`src/pkg/psp_pkg.sv`:
```
package psp_pkg;

    // package options
    localparam logic [1:0] PKG_32 = 2'h0;
    localparam logic [1:0] PKG_40 = 2'h1;
    localparam logic [1:0] PKG_48 = 2'h2;

    // bus styles
    localparam logic [1:0] BUS_STROBE  = 2'h0;
    localparam logic [1:0] BUS_RW      = 2'h1;
    localparam logic [1:0] BUS_MUXED   = 2'h2;

    // register map
    localparam logic [3:0] ADDR_CTRL   = 4'h0;
    localparam logic [3:0] ADDR_STATUS = 4'h1;

    // control field positions
    localparam int CTRL_SLEEP_OUT_BIT = 0;
    localparam int CTRL_RTS_GP_BIT    = 1;
    localparam int CTRL_AUTO_RTS_BIT  = 2;
    localparam int CTRL_FORCE_BIT     = 3;
    localparam logic [7:0] CTRL_RESET = 8'h00;

    // status field positions
    localparam int STAT_HD_BIT     = 0;
    localparam int STAT_IR_BIT     = 1;
    localparam int STAT_SLEEP_BIT  = 2;
    localparam int STAT_PEND_BIT   = 3;
    localparam int STAT_LATCH_BIT  = 4;

    typedef enum logic [2:0]
    {
        SLP_AWAKE = 3'b001,
        SLP_ARMED = 3'b010,
        SLP_ASLEEP = 3'b100
    } psp_sleep_t;

endpackage

```
`src/psp_pin_mux.sv`:
```
`timescale 1ns/1ns
//////////////////////////////////////////////////////////////////////////////
// Contract
// RULE1: a high half-duplex strap leaves rts for flow control or as gp output.
// RULE2: a low half-duplex strap makes rts the rs-485 driver direction.
// RULE3: the infrared strap picks the data pin form until next power-up.
// RULE4: infrared strap high gives plain transmit and receive data pins.
// RULE5: infrared strap low routes data pins through the ir encoder/decoder.
// RULE6: the sleep pin comes out of power-up as a sleep-request input.
// RULE7: a sleep request forces sleep after the next byte moves.
// RULE8: the sleep pin as output reports that the uart is asleep.
// RULE9: on 32-pin parts the half-duplex strap is address a1 in strobe/rw bus.
// RULE10: on 40/48-pin parts the infrared strap is address a2 there.
// RULE11: on 32-pin parts without muxed bus the sleep pin selects bus style.
// RULE12: transmit idles at 1 in serial mode and at 0 in infrared mode; the code holds it at 1 in both modes until the straps are latched.
// RULE13: the ir receiver idles receive at 0, a serial source at 1.
// RULE14: straps are latched once at reset end and then held.
//////////////////////////////////////////////////////////////////////////////
module psp_pin_mux
(
    input  wire logic       clk_in,
    input  wire logic       reset_in,
    input  wire logic [1:0] pkg_sel_in,
    input  wire logic       muxed_bus_en_in,
    input  wire logic       halfduplex_strap_n_in,
    input  wire logic       infrared_strap_n_in,
    input  wire logic       sleep_powerdown_pin_in,
    input  wire logic [3:0] addr_in,
    input  wire logic [7:0] wdata_in,
    input  wire logic       wr_in,
    input  wire logic       rd_in,
    input  wire logic       core_txd_in,
    input  wire logic       ir_txd_in,
    input  wire logic       serial_rxd_in,
    input  wire logic       tx_active_in,
    input  wire logic       rts_fc_n_in,
    input  wire logic       byte_done_in,
    input  wire logic       sleep_cond_in,
    output logic [7:0]      rdata_out,
    output logic            serial_txd_out,
    output logic            core_rxd_out,
    output logic            ir_rxd_out,
    output logic            rts_n_out,
    output logic            sleep_powerdown_pin_out,
    output logic            sleep_powerdown_pin_oe_n_out,
    output logic            uart_sleep_out,
    output logic            addr_a1_out,
    output logic            addr_a2_out,
    output logic            bus_rw_style_out
);

    logic       latched_reg;
    logic       hd_strap_reg;
    logic       ir_strap_reg;
    logic [7:0] ctrl_reg;
    psp_pkg::psp_sleep_t slp_reg;
    psp_pkg::psp_sleep_t slp_next;

    //////////////////////////////////////////////////////////////////////////
    // decoding
    function automatic logic hit(input logic [3:0] a, input logic [3:0] ref_a);
        hit = (a == ref_a);
    endfunction

    wire ctrl_wr   = wr_in && hit(addr_in, psp_pkg::ADDR_CTRL);
    wire sleep_out = ctrl_reg[psp_pkg::CTRL_SLEEP_OUT_BIT];
    wire pkg32     = (pkg_sel_in == psp_pkg::PKG_32);
    wire strap_bus = !muxed_bus_en_in;
    // the sleep pin is a request only while it is an input
    wire sleep_req = !sleep_out && !(pkg32 && strap_bus)
                   && sleep_powerdown_pin_in;                    // [RULE6]
    wire ir_mode   = !ir_strap_reg;
    wire hd_mode   = !hd_strap_reg;
    wire asleep    = (slp_reg == psp_pkg::SLP_ASLEEP);

    //////////////////////////////////////////////////////////////////////////
    // strap capture: first clocked edge after reset release, then frozen
    always_ff @(posedge clk_in)
    begin
        if (reset_in)
        begin
            latched_reg  <= 1'b0;
            hd_strap_reg <= 1'b1;
            ir_strap_reg <= 1'b1;
        end
        else if (!latched_reg)
        begin
            latched_reg  <= 1'b1;                                 // [RULE14]
            hd_strap_reg <= halfduplex_strap_n_in;                // [RULE1]
            ir_strap_reg <= infrared_strap_n_in;                  // [RULE3]
        end
    end

    //////////////////////////////////////////////////////////////////////////
    // register port
    always_ff @(posedge clk_in)
    begin
        if (reset_in)
        begin
            ctrl_reg    <= psp_pkg::CTRL_RESET;                   // [RULE6]
        end
        else
        begin
            if (ctrl_wr)
                ctrl_reg <= wdata_in;
        end
    end

    wire [7:0] status_word = {3'h0, latched_reg,
                              slp_reg == psp_pkg::SLP_ARMED,
                              asleep, ir_mode, hd_mode};
    // decoded straight from the strobe so data stand one cycle later
    wire [7:0] rdata_next =
        !rd_in                                ? 8'h00 :
        hit(addr_in, psp_pkg::ADDR_CTRL)      ? ctrl_reg :
        hit(addr_in, psp_pkg::ADDR_STATUS)    ? status_word : 8'h00;

    //////////////////////////////////////////////////////////////////////////
    // sleep sequencing
    always_comb
    begin
        slp_next = slp_reg;
        case (slp_reg)
            psp_pkg::SLP_AWAKE:
                if (sleep_cond_in)
                    slp_next = psp_pkg::SLP_ASLEEP;
                else if (sleep_req || ctrl_reg[psp_pkg::CTRL_FORCE_BIT])
                    slp_next = psp_pkg::SLP_ARMED;
            psp_pkg::SLP_ARMED:
                // normal entry conditions need not hold here
                if (byte_done_in)
                    slp_next = psp_pkg::SLP_ASLEEP;               // [RULE7]
                else if (!sleep_req && !ctrl_reg[psp_pkg::CTRL_FORCE_BIT])
                    slp_next = psp_pkg::SLP_AWAKE;
            psp_pkg::SLP_ASLEEP:
                if (!sleep_req && !sleep_cond_in
                    && !ctrl_reg[psp_pkg::CTRL_FORCE_BIT])
                    slp_next = psp_pkg::SLP_AWAKE;
            default:
                slp_next = psp_pkg::SLP_AWAKE;
        endcase
    end

    //////////////////////////////////////////////////////////////////////////
    // pin function selection
    // hd direction is active low rts while transmitting
    wire rts_next = hd_mode ? !tx_active_in :                     // [RULE2]
                    ctrl_reg[psp_pkg::CTRL_AUTO_RTS_BIT] ? rts_fc_n_in :
                    !ctrl_reg[psp_pkg::CTRL_RTS_GP_BIT];          // [RULE1]
    wire txd_next = !latched_reg ? !ir_mode :                     // [RULE12]
                    ir_mode ? ir_txd_in : core_txd_in;            // [RULE5]

    always_ff @(posedge clk_in)
    begin
        if (reset_in)
        begin
            slp_reg                      <= psp_pkg::SLP_AWAKE;
            rdata_out                    <= 8'h00;
            serial_txd_out               <= 1'b1;                 // [RULE12]
            core_rxd_out                 <= 1'b1;
            ir_rxd_out                   <= 1'b0;
            rts_n_out                    <= 1'b1;
            sleep_powerdown_pin_out      <= 1'b0;
            sleep_powerdown_pin_oe_n_out <= 1'b1;                 // [RULE6]
            uart_sleep_out               <= 1'b0;
            addr_a1_out                  <= 1'b0;
            addr_a2_out                  <= 1'b0;
            bus_rw_style_out             <= 1'b0;
        end
        else
        begin
            slp_reg        <= slp_next;
            rdata_out      <= rdata_next;
            serial_txd_out <= txd_next;                           // [RULE4]
            // unused path held at its idle level so nothing spurious starts
            core_rxd_out   <= ir_mode ? 1'b1 : serial_rxd_in;     // [RULE4]
            ir_rxd_out     <= ir_mode ? serial_rxd_in : 1'b0;     // [RULE5]
            rts_n_out      <= rts_next;
            sleep_powerdown_pin_out      <= asleep;               // [RULE8]
            sleep_powerdown_pin_oe_n_out <= !sleep_out;           // [RULE8]
            uart_sleep_out               <= asleep;
            addr_a1_out      <= pkg32 && strap_bus
                                && halfduplex_strap_n_in;         // [RULE9]
            addr_a2_out      <= !pkg32 && strap_bus
                                && infrared_strap_n_in;           // [RULE10]
            // pin high picks the strobe style
            bus_rw_style_out <= pkg32 && strap_bus
                                && !sleep_powerdown_pin_in;       // [RULE11]
        end
    end

    //////////////////////////////////////////////////////////////////////////
    // checks
    // latched_reg in antecedents keeps attempts off the reset release edge,
    // where outputs still hold reset values
    strap_hold_a: assert property (@(posedge clk_in) // [RULE14] [RULE3]
        disable iff (reset_in) $past(latched_reg)
        |-> $stable(ir_strap_reg) && $stable(hd_strap_reg))
        else $error("strap changed after capture");
    latch_once_a: assert property (@(posedge clk_in) // [RULE14]
        disable iff (reset_in) latched_reg |=> latched_reg)
        else $error("strap latch dropped");
    strap_take_a: assert property (@(posedge clk_in) // [RULE3]
        disable iff (reset_in) latched_reg && !$past(latched_reg)
        |-> hd_strap_reg == $past(halfduplex_strap_n_in)
        && ir_strap_reg == $past(infrared_strap_n_in))
        else $error("strap not captured");
    slp_onehot_a: assert property (@(posedge clk_in)
        disable iff (reset_in) $onehot(slp_reg))
        else $error("sleep state not one-hot");

    //////////////////////////////////////////////////////////////////////////
    // register port checks
    ctrl_write_a: assert property (@(posedge clk_in)
        disable iff (reset_in) latched_reg && ctrl_wr
        |=> ctrl_reg == $past(wdata_in))
        else $error("control write lost");
    ctrl_hold_a: assert property (@(posedge clk_in)
        disable iff (reset_in) latched_reg && !ctrl_wr
        |=> $stable(ctrl_reg))
        else $error("control changed without write");
    rdata_idle_a: assert property (@(posedge clk_in)
        disable iff (reset_in) latched_reg && !rd_in
        |=> rdata_out == 8'h00)
        else $error("read data not idle");
    rdata_ctrl_a: assert property (@(posedge clk_in)
        disable iff (reset_in) latched_reg && rd_in
        && hit(addr_in, psp_pkg::ADDR_CTRL) |=> rdata_out == $past(ctrl_reg))
        else $error("control read wrong");
    rdata_status_a: assert property (@(posedge clk_in)
        disable iff (reset_in) latched_reg && rd_in
        && hit(addr_in, psp_pkg::ADDR_STATUS)
        |=> rdata_out == $past(status_word))
        else $error("status read wrong");
    rdata_unmap_a: assert property (@(posedge clk_in)
        disable iff (reset_in) latched_reg && rd_in
        && !hit(addr_in, psp_pkg::ADDR_CTRL)
        && !hit(addr_in, psp_pkg::ADDR_STATUS) |=> rdata_out == 8'h00)
        else $error("unmapped read not zero");

    //////////////////////////////////////////////////////////////////////////
    // rts checks
    rts_dir_a: assert property (@(posedge clk_in) // [RULE2]
        disable iff (reset_in) latched_reg && hd_mode && tx_active_in
        |=> !rts_n_out)
        else $error("rts not driving while transmitting");
    rts_idle_dir_a: assert property (@(posedge clk_in) // [RULE2]
        disable iff (reset_in) latched_reg && hd_mode && !tx_active_in
        |=> rts_n_out)
        else $error("rts driving while idle");
    rts_gp_a: assert property (@(posedge clk_in) // [RULE1]
        disable iff (reset_in) latched_reg && !hd_mode
        && !ctrl_reg[psp_pkg::CTRL_AUTO_RTS_BIT]
        |=> rts_n_out == !$past(ctrl_reg[psp_pkg::CTRL_RTS_GP_BIT]))
        else $error("rts general output wrong");
    rts_flow_a: assert property (@(posedge clk_in) // [RULE1]
        disable iff (reset_in) latched_reg && !hd_mode
        && ctrl_reg[psp_pkg::CTRL_AUTO_RTS_BIT]
        |=> rts_n_out == $past(rts_fc_n_in))
        else $error("rts flow control not passed");

    //////////////////////////////////////////////////////////////////////////
    // data pin checks
    txd_boot_a: assert property (@(posedge clk_in) // [RULE12]
        disable iff (reset_in) !latched_reg |=> serial_txd_out)
        else $error("txd not idle before capture");
    txd_plain_a: assert property (@(posedge clk_in) // [RULE4]
        disable iff (reset_in) latched_reg && !ir_mode
        |=> serial_txd_out == $past(core_txd_in))
        else $error("plain txd not passed");
    txd_ir_a: assert property (@(posedge clk_in) // [RULE5]
        disable iff (reset_in) latched_reg && ir_mode
        |=> serial_txd_out == $past(ir_txd_in))
        else $error("ir txd not passed");
    rx_plain_a: assert property (@(posedge clk_in) // [RULE4]
        disable iff (reset_in) latched_reg && !ir_mode
        |=> core_rxd_out == $past(serial_rxd_in))
        else $error("plain rxd not passed");
    ir_rx_idle_a: assert property (@(posedge clk_in) // [RULE4]
        disable iff (reset_in) latched_reg && !ir_mode |=> !ir_rxd_out)
        else $error("ir decoder fed in plain mode");
    ir_rx_a: assert property (@(posedge clk_in) // [RULE5]
        disable iff (reset_in) latched_reg && ir_mode
        |=> ir_rxd_out == $past(serial_rxd_in))
        else $error("ir rxd not passed");
    core_rx_idle_a: assert property (@(posedge clk_in) // [RULE5]
        disable iff (reset_in) latched_reg && ir_mode |=> core_rxd_out)
        else $error("core rxd not idle in ir mode");

    //////////////////////////////////////////////////////////////////////////
    // sleep checks
    sleep_arm_a: assert property (@(posedge clk_in) // [RULE7]
        disable iff (reset_in) latched_reg && slp_reg == psp_pkg::SLP_AWAKE
        && !sleep_cond_in && sleep_req |=> slp_reg == psp_pkg::SLP_ARMED)
        else $error("sleep request not armed");
    sleep_force_a: assert property (@(posedge clk_in) // [RULE7]
        disable iff (reset_in) latched_reg && slp_reg == psp_pkg::SLP_ARMED
        && byte_done_in |=> asleep ##1 uart_sleep_out)
        else $error("forced sleep missed");
    sleep_cond_a: assert property (@(posedge clk_in)
        disable iff (reset_in) latched_reg && slp_reg == psp_pkg::SLP_AWAKE
        && sleep_cond_in |=> asleep)
        else $error("normal sleep entry missed");
    sleep_flag_a: assert property (@(posedge clk_in)
        disable iff (reset_in) latched_reg
        |=> uart_sleep_out == $past(asleep))
        else $error("sleep flag wrong");
    pin_input_a: assert property (@(posedge clk_in) // [RULE6]
        disable iff (reset_in) latched_reg && !sleep_out
        |=> sleep_powerdown_pin_oe_n_out)
        else $error("sleep pin driven while input");
    pin_oe_a: assert property (@(posedge clk_in) // [RULE8]
        disable iff (reset_in) latched_reg && sleep_out
        |=> !sleep_powerdown_pin_oe_n_out)
        else $error("sleep pin not driven as output");
    sleep_pin_a: assert property (@(posedge clk_in) // [RULE8]
        disable iff (reset_in) latched_reg && sleep_out
        |=> ##1 sleep_powerdown_pin_out == $past(asleep))
        else $error("sleep pin output wrong");

    //////////////////////////////////////////////////////////////////////////
    // address and bus style checks
    a1_map_a: assert property (@(posedge clk_in) // [RULE9]
        disable iff (reset_in) latched_reg && pkg32 && strap_bus
        |=> addr_a1_out == $past(halfduplex_strap_n_in))
        else $error("a1 mapping wrong");
    a1_off_a: assert property (@(posedge clk_in) // [RULE9]
        disable iff (reset_in) latched_reg && !(pkg32 && strap_bus)
        |=> !addr_a1_out)
        else $error("a1 driven when unused");
    a2_map_a: assert property (@(posedge clk_in) // [RULE10]
        disable iff (reset_in) latched_reg && !pkg32 && strap_bus
        |=> addr_a2_out == $past(infrared_strap_n_in))
        else $error("a2 mapping wrong");
    a2_off_a: assert property (@(posedge clk_in) // [RULE10]
        disable iff (reset_in) latched_reg && !(!pkg32 && strap_bus)
        |=> !addr_a2_out)
        else $error("a2 driven when unused");
    bus_style_a: assert property (@(posedge clk_in) // [RULE11]
        disable iff (reset_in) latched_reg && pkg32 && strap_bus
        |=> bus_rw_style_out == !$past(sleep_powerdown_pin_in))
        else $error("bus style select wrong");
    bus_off_a: assert property (@(posedge clk_in) // [RULE11]
        disable iff (reset_in) latched_reg && !(pkg32 && strap_bus)
        |=> !bus_rw_style_out)
        else $error("bus style driven when unused");

endmodule

```
`config.mk`:
```
export PLATFORM = sky130hd
export DESIGN_NAME = psp_pin_mux
export DESIGN_NICKNAME = d
export VERILOG_FILES = /design/src/pkg/psp_pkg.sv /design/src/psp_pin_mux.sv
export SDC_FILE = /design/constraint.sdc
export NUM_CORES = 1
export LEC_CHECK = 0
export ABC_AREA = 0
export CORE_MARGIN = 1
export CORE_UTILIZATION = 55
export DETAILED_ROUTE_END_ITERATION = 10
export DONT_BUFFER_PORTS = 1
export GPL_TIMING_DRIVEN = 0
export PLACE_DENSITY = 0.67
export SLEW_MARGIN = 40
export SYNTH_ARGS = -nofsm -noshare
export SYNTH_HDL_FRONTEND = slang
export SYNTH_SLANG_ARGS = --single-unit
```
`constraint.sdc`:
```
create_clock -name clk_in -period 2.87 [get_ports clk_in]
set_input_delay 0.574 -clock clk_in [delete_from_list [all_inputs] [get_ports clk_in]]
set_output_delay 0.574 -clock clk_in [all_outputs]
set_load 0.02 [all_outputs]
```
==> results.rst <==
.. list-table::
   :header-rows: 1

   * - Metric
     - Value
   * - Status
     - completed
   * - Cell class contributing the biggest share of worst-path delay
     - flip-flops
   * - CTS sink cnt
     - 31
   * - Area post-placement
     - 0.00124 sq mm
   * - Syn avg cell area
     - 9.33 sq um
   * - Gate count of the mapped netlist
     - 129
   * - Remaining max-slew budget at the tightest pin
     - 0.690
   * - Total setup violations reported at the end of the flow
     - 0
   * - Total nets after synthesis
     - 158
   * - Maximum clock path buffer count
     - 2
   * - CTS tree
     - yes
   * - Drt drc
     - 0
   * - Worst-path maximum fanout
     - 2
   * - Hold crit path type
     - in -> reg
   * - Source-to-sink clock delay at the later pin of the worst-skew pair
     - 0.32 ns
   * - Most instantiated flip-flop cell in the synthesis netlist
     - sky130_fd_sc_hd__dfxtp_1
   * - Peak per-stage delay on the critical path
     - 0.45 ns
   * - First-pass GRT wire length
     - 3620 um
   * - Max-cap viol count
     - 0
   * - Post-CTS Setup Bufs
     - 0
   * - Initial standard-cell utilization of the core
     - 0.601
   * - Number of global-route vias before repair
     - 812
   * - Worst Path Buf+Inv
     - 1
   * - Share of cells above drive strength 1
     - 0.103
   * - Signed area change from the synthesized netlist to the final layout
     - 8.73%
   * - Hold depth
     - 1
   * - Worst hold margin
     - 0.312 ns
   * - Hold_buf cts
     - 0
   * - Startpoint of the worst-slack reg-to-reg timing path
     - ctrl_reg[3]
   * - Share of flip-flops with an asynchronous set or reset after synthesis
     - 0
   * - Cell types occupying the most area after synthesis
     - sky130_fd_sc_hd__dfxtp_1 52%, sky130_fd_sc_hd__o21ai_0 5.0%, sky130_fd_sc_hd__a21oi_1 4.2%
   * - Placer Congestion
     - 0.777
   * - Overall Power
     - 849 uW
   * - Register area share after synthesis
     - 0.516
   * - CP Class
     - reg -> out
   * - Chip Height
     - 48.8 um
   * - Number of diodes
     - 0
   * - TritonCTS Buffers
     - 5
   * - Met1 wire length
     - 1010 um
   * - Post-detail-place hpwl
     - 1660 um
   * - Cell Rows
     - 16
   * - Iteration-0 DRC count of the detailed router
     - 23
   * - Cell type contributing the most total cell area after synthesis
     - sky130_fd_sc_hd__dfxtp_1
   * - Post-DR wirelength/cell
     - 13.9 um
   * - Clock-pin transition on the worst setup and hold timing paths
     - 0.09 ns
   * - Number of distinct library cell variants in the gate-level netlist after synthesis
     - 33
   * - Final period utilization
     - 0.528
   * - Uppermost signal routing layer after detailed routing
     - met4
   * - CP required
     - 2.30 ns
   * - Netlist Area Pre-Place
     - 0.00120 sq mm
   * - Critical Path End Type
     - output pin
   * - Post-synthesis register bit count
     - 31
   * - IO Port Bufs
     - 0
   * - Final Routed Wirelength
     - 2260 um
   * - Number of filler instances in the final layout
     - 184
   * - Via count normalized by instance count
     - 5.56
   * - Total global routing track utilization
     - 0.208
   * - First-pass detailed-route iteration total
     - 4
   * - Total gr overflow
     - 0
   * - Worst-case reg-to-reg path depth
     - 3
   * - Fin nets
     - 165
   * - Overall die area
     - 0.00238 sq mm
   * - Largest net degree at the start of global routing
     - 11
   * - H-Tree Depth
     - 2
   * - Worst Tran Pin Value
     - 0.465 ns
   * - Antenna violations before repair
     - 0
   * - Count of instances resized after the clock tree is built
     - 0
   * - Portion of synthesized cell area occupied by the leading cell type
     - 0.516
   * - End point of the worst hold path
     - bus_rw_style_out
   * - Arrival time of data at the critical path endpoint
     - 0.94 ns
   * - Core ar.
     - 0.00200 sq mm
   * - IR drop worst, VDD
     - 0.000416 V
   * - Clock tree root driver cell
     - sky130_fd_sc_hd__clkbuf_4
   * - Top achievable clock speed
     - 660 MHz
   * - Slowest stage cell, crit path
     - sky130_fd_sc_hd__dfxtp_1
   * - Crit path cell chain
     - buf_4
   * - Met2 routed WL
     - 991 um
   * - Count of pins on the block boundary
     - 47
   * - RSZ-0062 raised after global routing
     - false
   * - Count of flip-flops with a built-in enable after synthesis
     - 0
   * - Count of synthesis-stage warnings from yosys
     - 0
   * - Final standard cell area without fillers
     - 0.00131 sq mm
   * - Sort of element at the start of the critical path
     - register
   * - R2R setup slack
     - 1.58 ns
   * - Leakage
     - 0.497 nW
   * - Setup tns final
     - 0 ns
   * - Final hold violation count
     - 0
   * - Routed via count
     - 907
   * - Final setup skew
     - 0.00747 ns
   * - Die width
     - 48.8 um
   * - Wire length on met3
     - 241 um
   * - Final Max Slew Viols
     - 0
   * - Crit Reg-Reg Endpoint
     - slp_reg[2]
   * - Hold Startpoint
     - sleep_powerdown_pin_in
   * - Final worst path period need
     - 1.51 ns
   * - Antenna-violating nets left
     - 0
   * - Areal power density over the cells
     - 649 mW/mm^2
stage by stage:
stage	instances	setup slack (ns)	utilization
global route	163	1.31	0.654
floorplan	129	1.44	-
detailed placement	156	1.34	0.618
finish	163	1.36	0.654
CTS	163	1.34	0.654
global placement	156	1.36	0.618
layer usage:
| layer | global-route usage | vias up |
|---|---|---|
| li1 | - | 465 |
| met1 | 0.262 | 402 |
| met2 | 0.296 | 38 |
| met3 | 0.115 | 2 |
| met4 | 0.0735 | 0 |
| met5 | 0 | - |
power by group:
group	switching, mW	leakage [nW]	internal (mW)
combinational	0.0391	0.206	0.0318
clock	0.137	0.0383	0.180
sequential	0.0171	0.252	0.444
total	0.193	0.497	0.656
kinds of logic (layout without fill, tap and decap cells):
group	Yosys count	in the layout	synth area share
compound gates	30	30	0.150
mux	5	5	0.0416
buf+inv	12	19	0.0437
simple gates	50	50	0.242
xor+xnor	1	1	0.00728
flops	31	31	0.516
final cells by class:
| type | instances | area (sq um) | share of cell area |
|---|---|---|---|
| buffer | 7 | 33.8 | 0.0258 |
| clock buffer | 6 | 41.3 | 0.0315 |
| clock inverter | 1 | 30.0 | 0.0229 |
| inverter | 5 | 18.8 | 0.0143 |
| multi-input combinational | 86 | 531 | 0.405 |
| sequential | 31 | 621 | 0.474 |
| tap | 27 | 33.8 | 0.0258 |
how the worst max path moves through the flow:
| stage | startpoint | to | slack, ns | depth (start not counted) |
|---|---|---|---|---|
| after floorplan | addr_in[3] | ctrl_reg[0] | 1.44 | 4 |
| after global placement | addr_in[3] | ctrl_reg[1] | 1.36 | 4 |
| after detailed placement | addr_in[3] | ctrl_reg[5] | 1.34 | 4 |
| after CTS | uart_sleep_out | uart_sleep_out | 1.34 | 1 |
| after global routing | uart_sleep_out | uart_sleep_out | 1.31 | 1 |
| final | uart_sleep_out | uart_sleep_out | 1.36 | 1 |
Yosys cell counts (2+ instances only):
cell type,count
sky130_fd_sc_hd__nand2b_1,2
sky130_fd_sc_hd__clkbuf_1,2
sky130_fd_sc_hd__o211ai_1,2
sky130_fd_sc_hd__nand2_1,6
sky130_fd_sc_hd__dfxtp_1,31
sky130_fd_sc_hd__nor2_1,10
sky130_fd_sc_hd__o21ai_0,12
sky130_fd_sc_hd__inv_1,5
sky130_fd_sc_hd__mux2i_1,5
sky130_fd_sc_hd__nand3_1,9
sky130_fd_sc_hd__nor3b_1,6
sky130_fd_sc_hd__and3b_1,2
sky130_fd_sc_hd__nor2b_1,3
sky130_fd_sc_hd__a21oi_1,10
sky130_fd_sc_hd__or3_1,2
sky130_fd_sc_hd__nor3_1,2
sky130_fd_sc_hd__and3_1,2
sky130_fd_sc_hd__buf_2,3
cell usage in the layout, fill, tap and decap left out, drive strengths merged:
cell type,n
and3,2
a31oi,1
and2,1
and3b,2
a21oi,10
o21ai,12
or3,2
nor2,10
clkbuf,8
a221o,1
dfxtp,31
inv,5
a21o,1
o32a,1
nor2b,3
nand3,10
o221ai,1
nand4,1
nand2,6
nor3b,6
o211ai,3
buf,5
mux2i,5
or4,1
bufinv,1
xor2,1
nand2b,2
or2b,1
nor3,3
No activity file was read; power rests on OpenSTA's default activity.
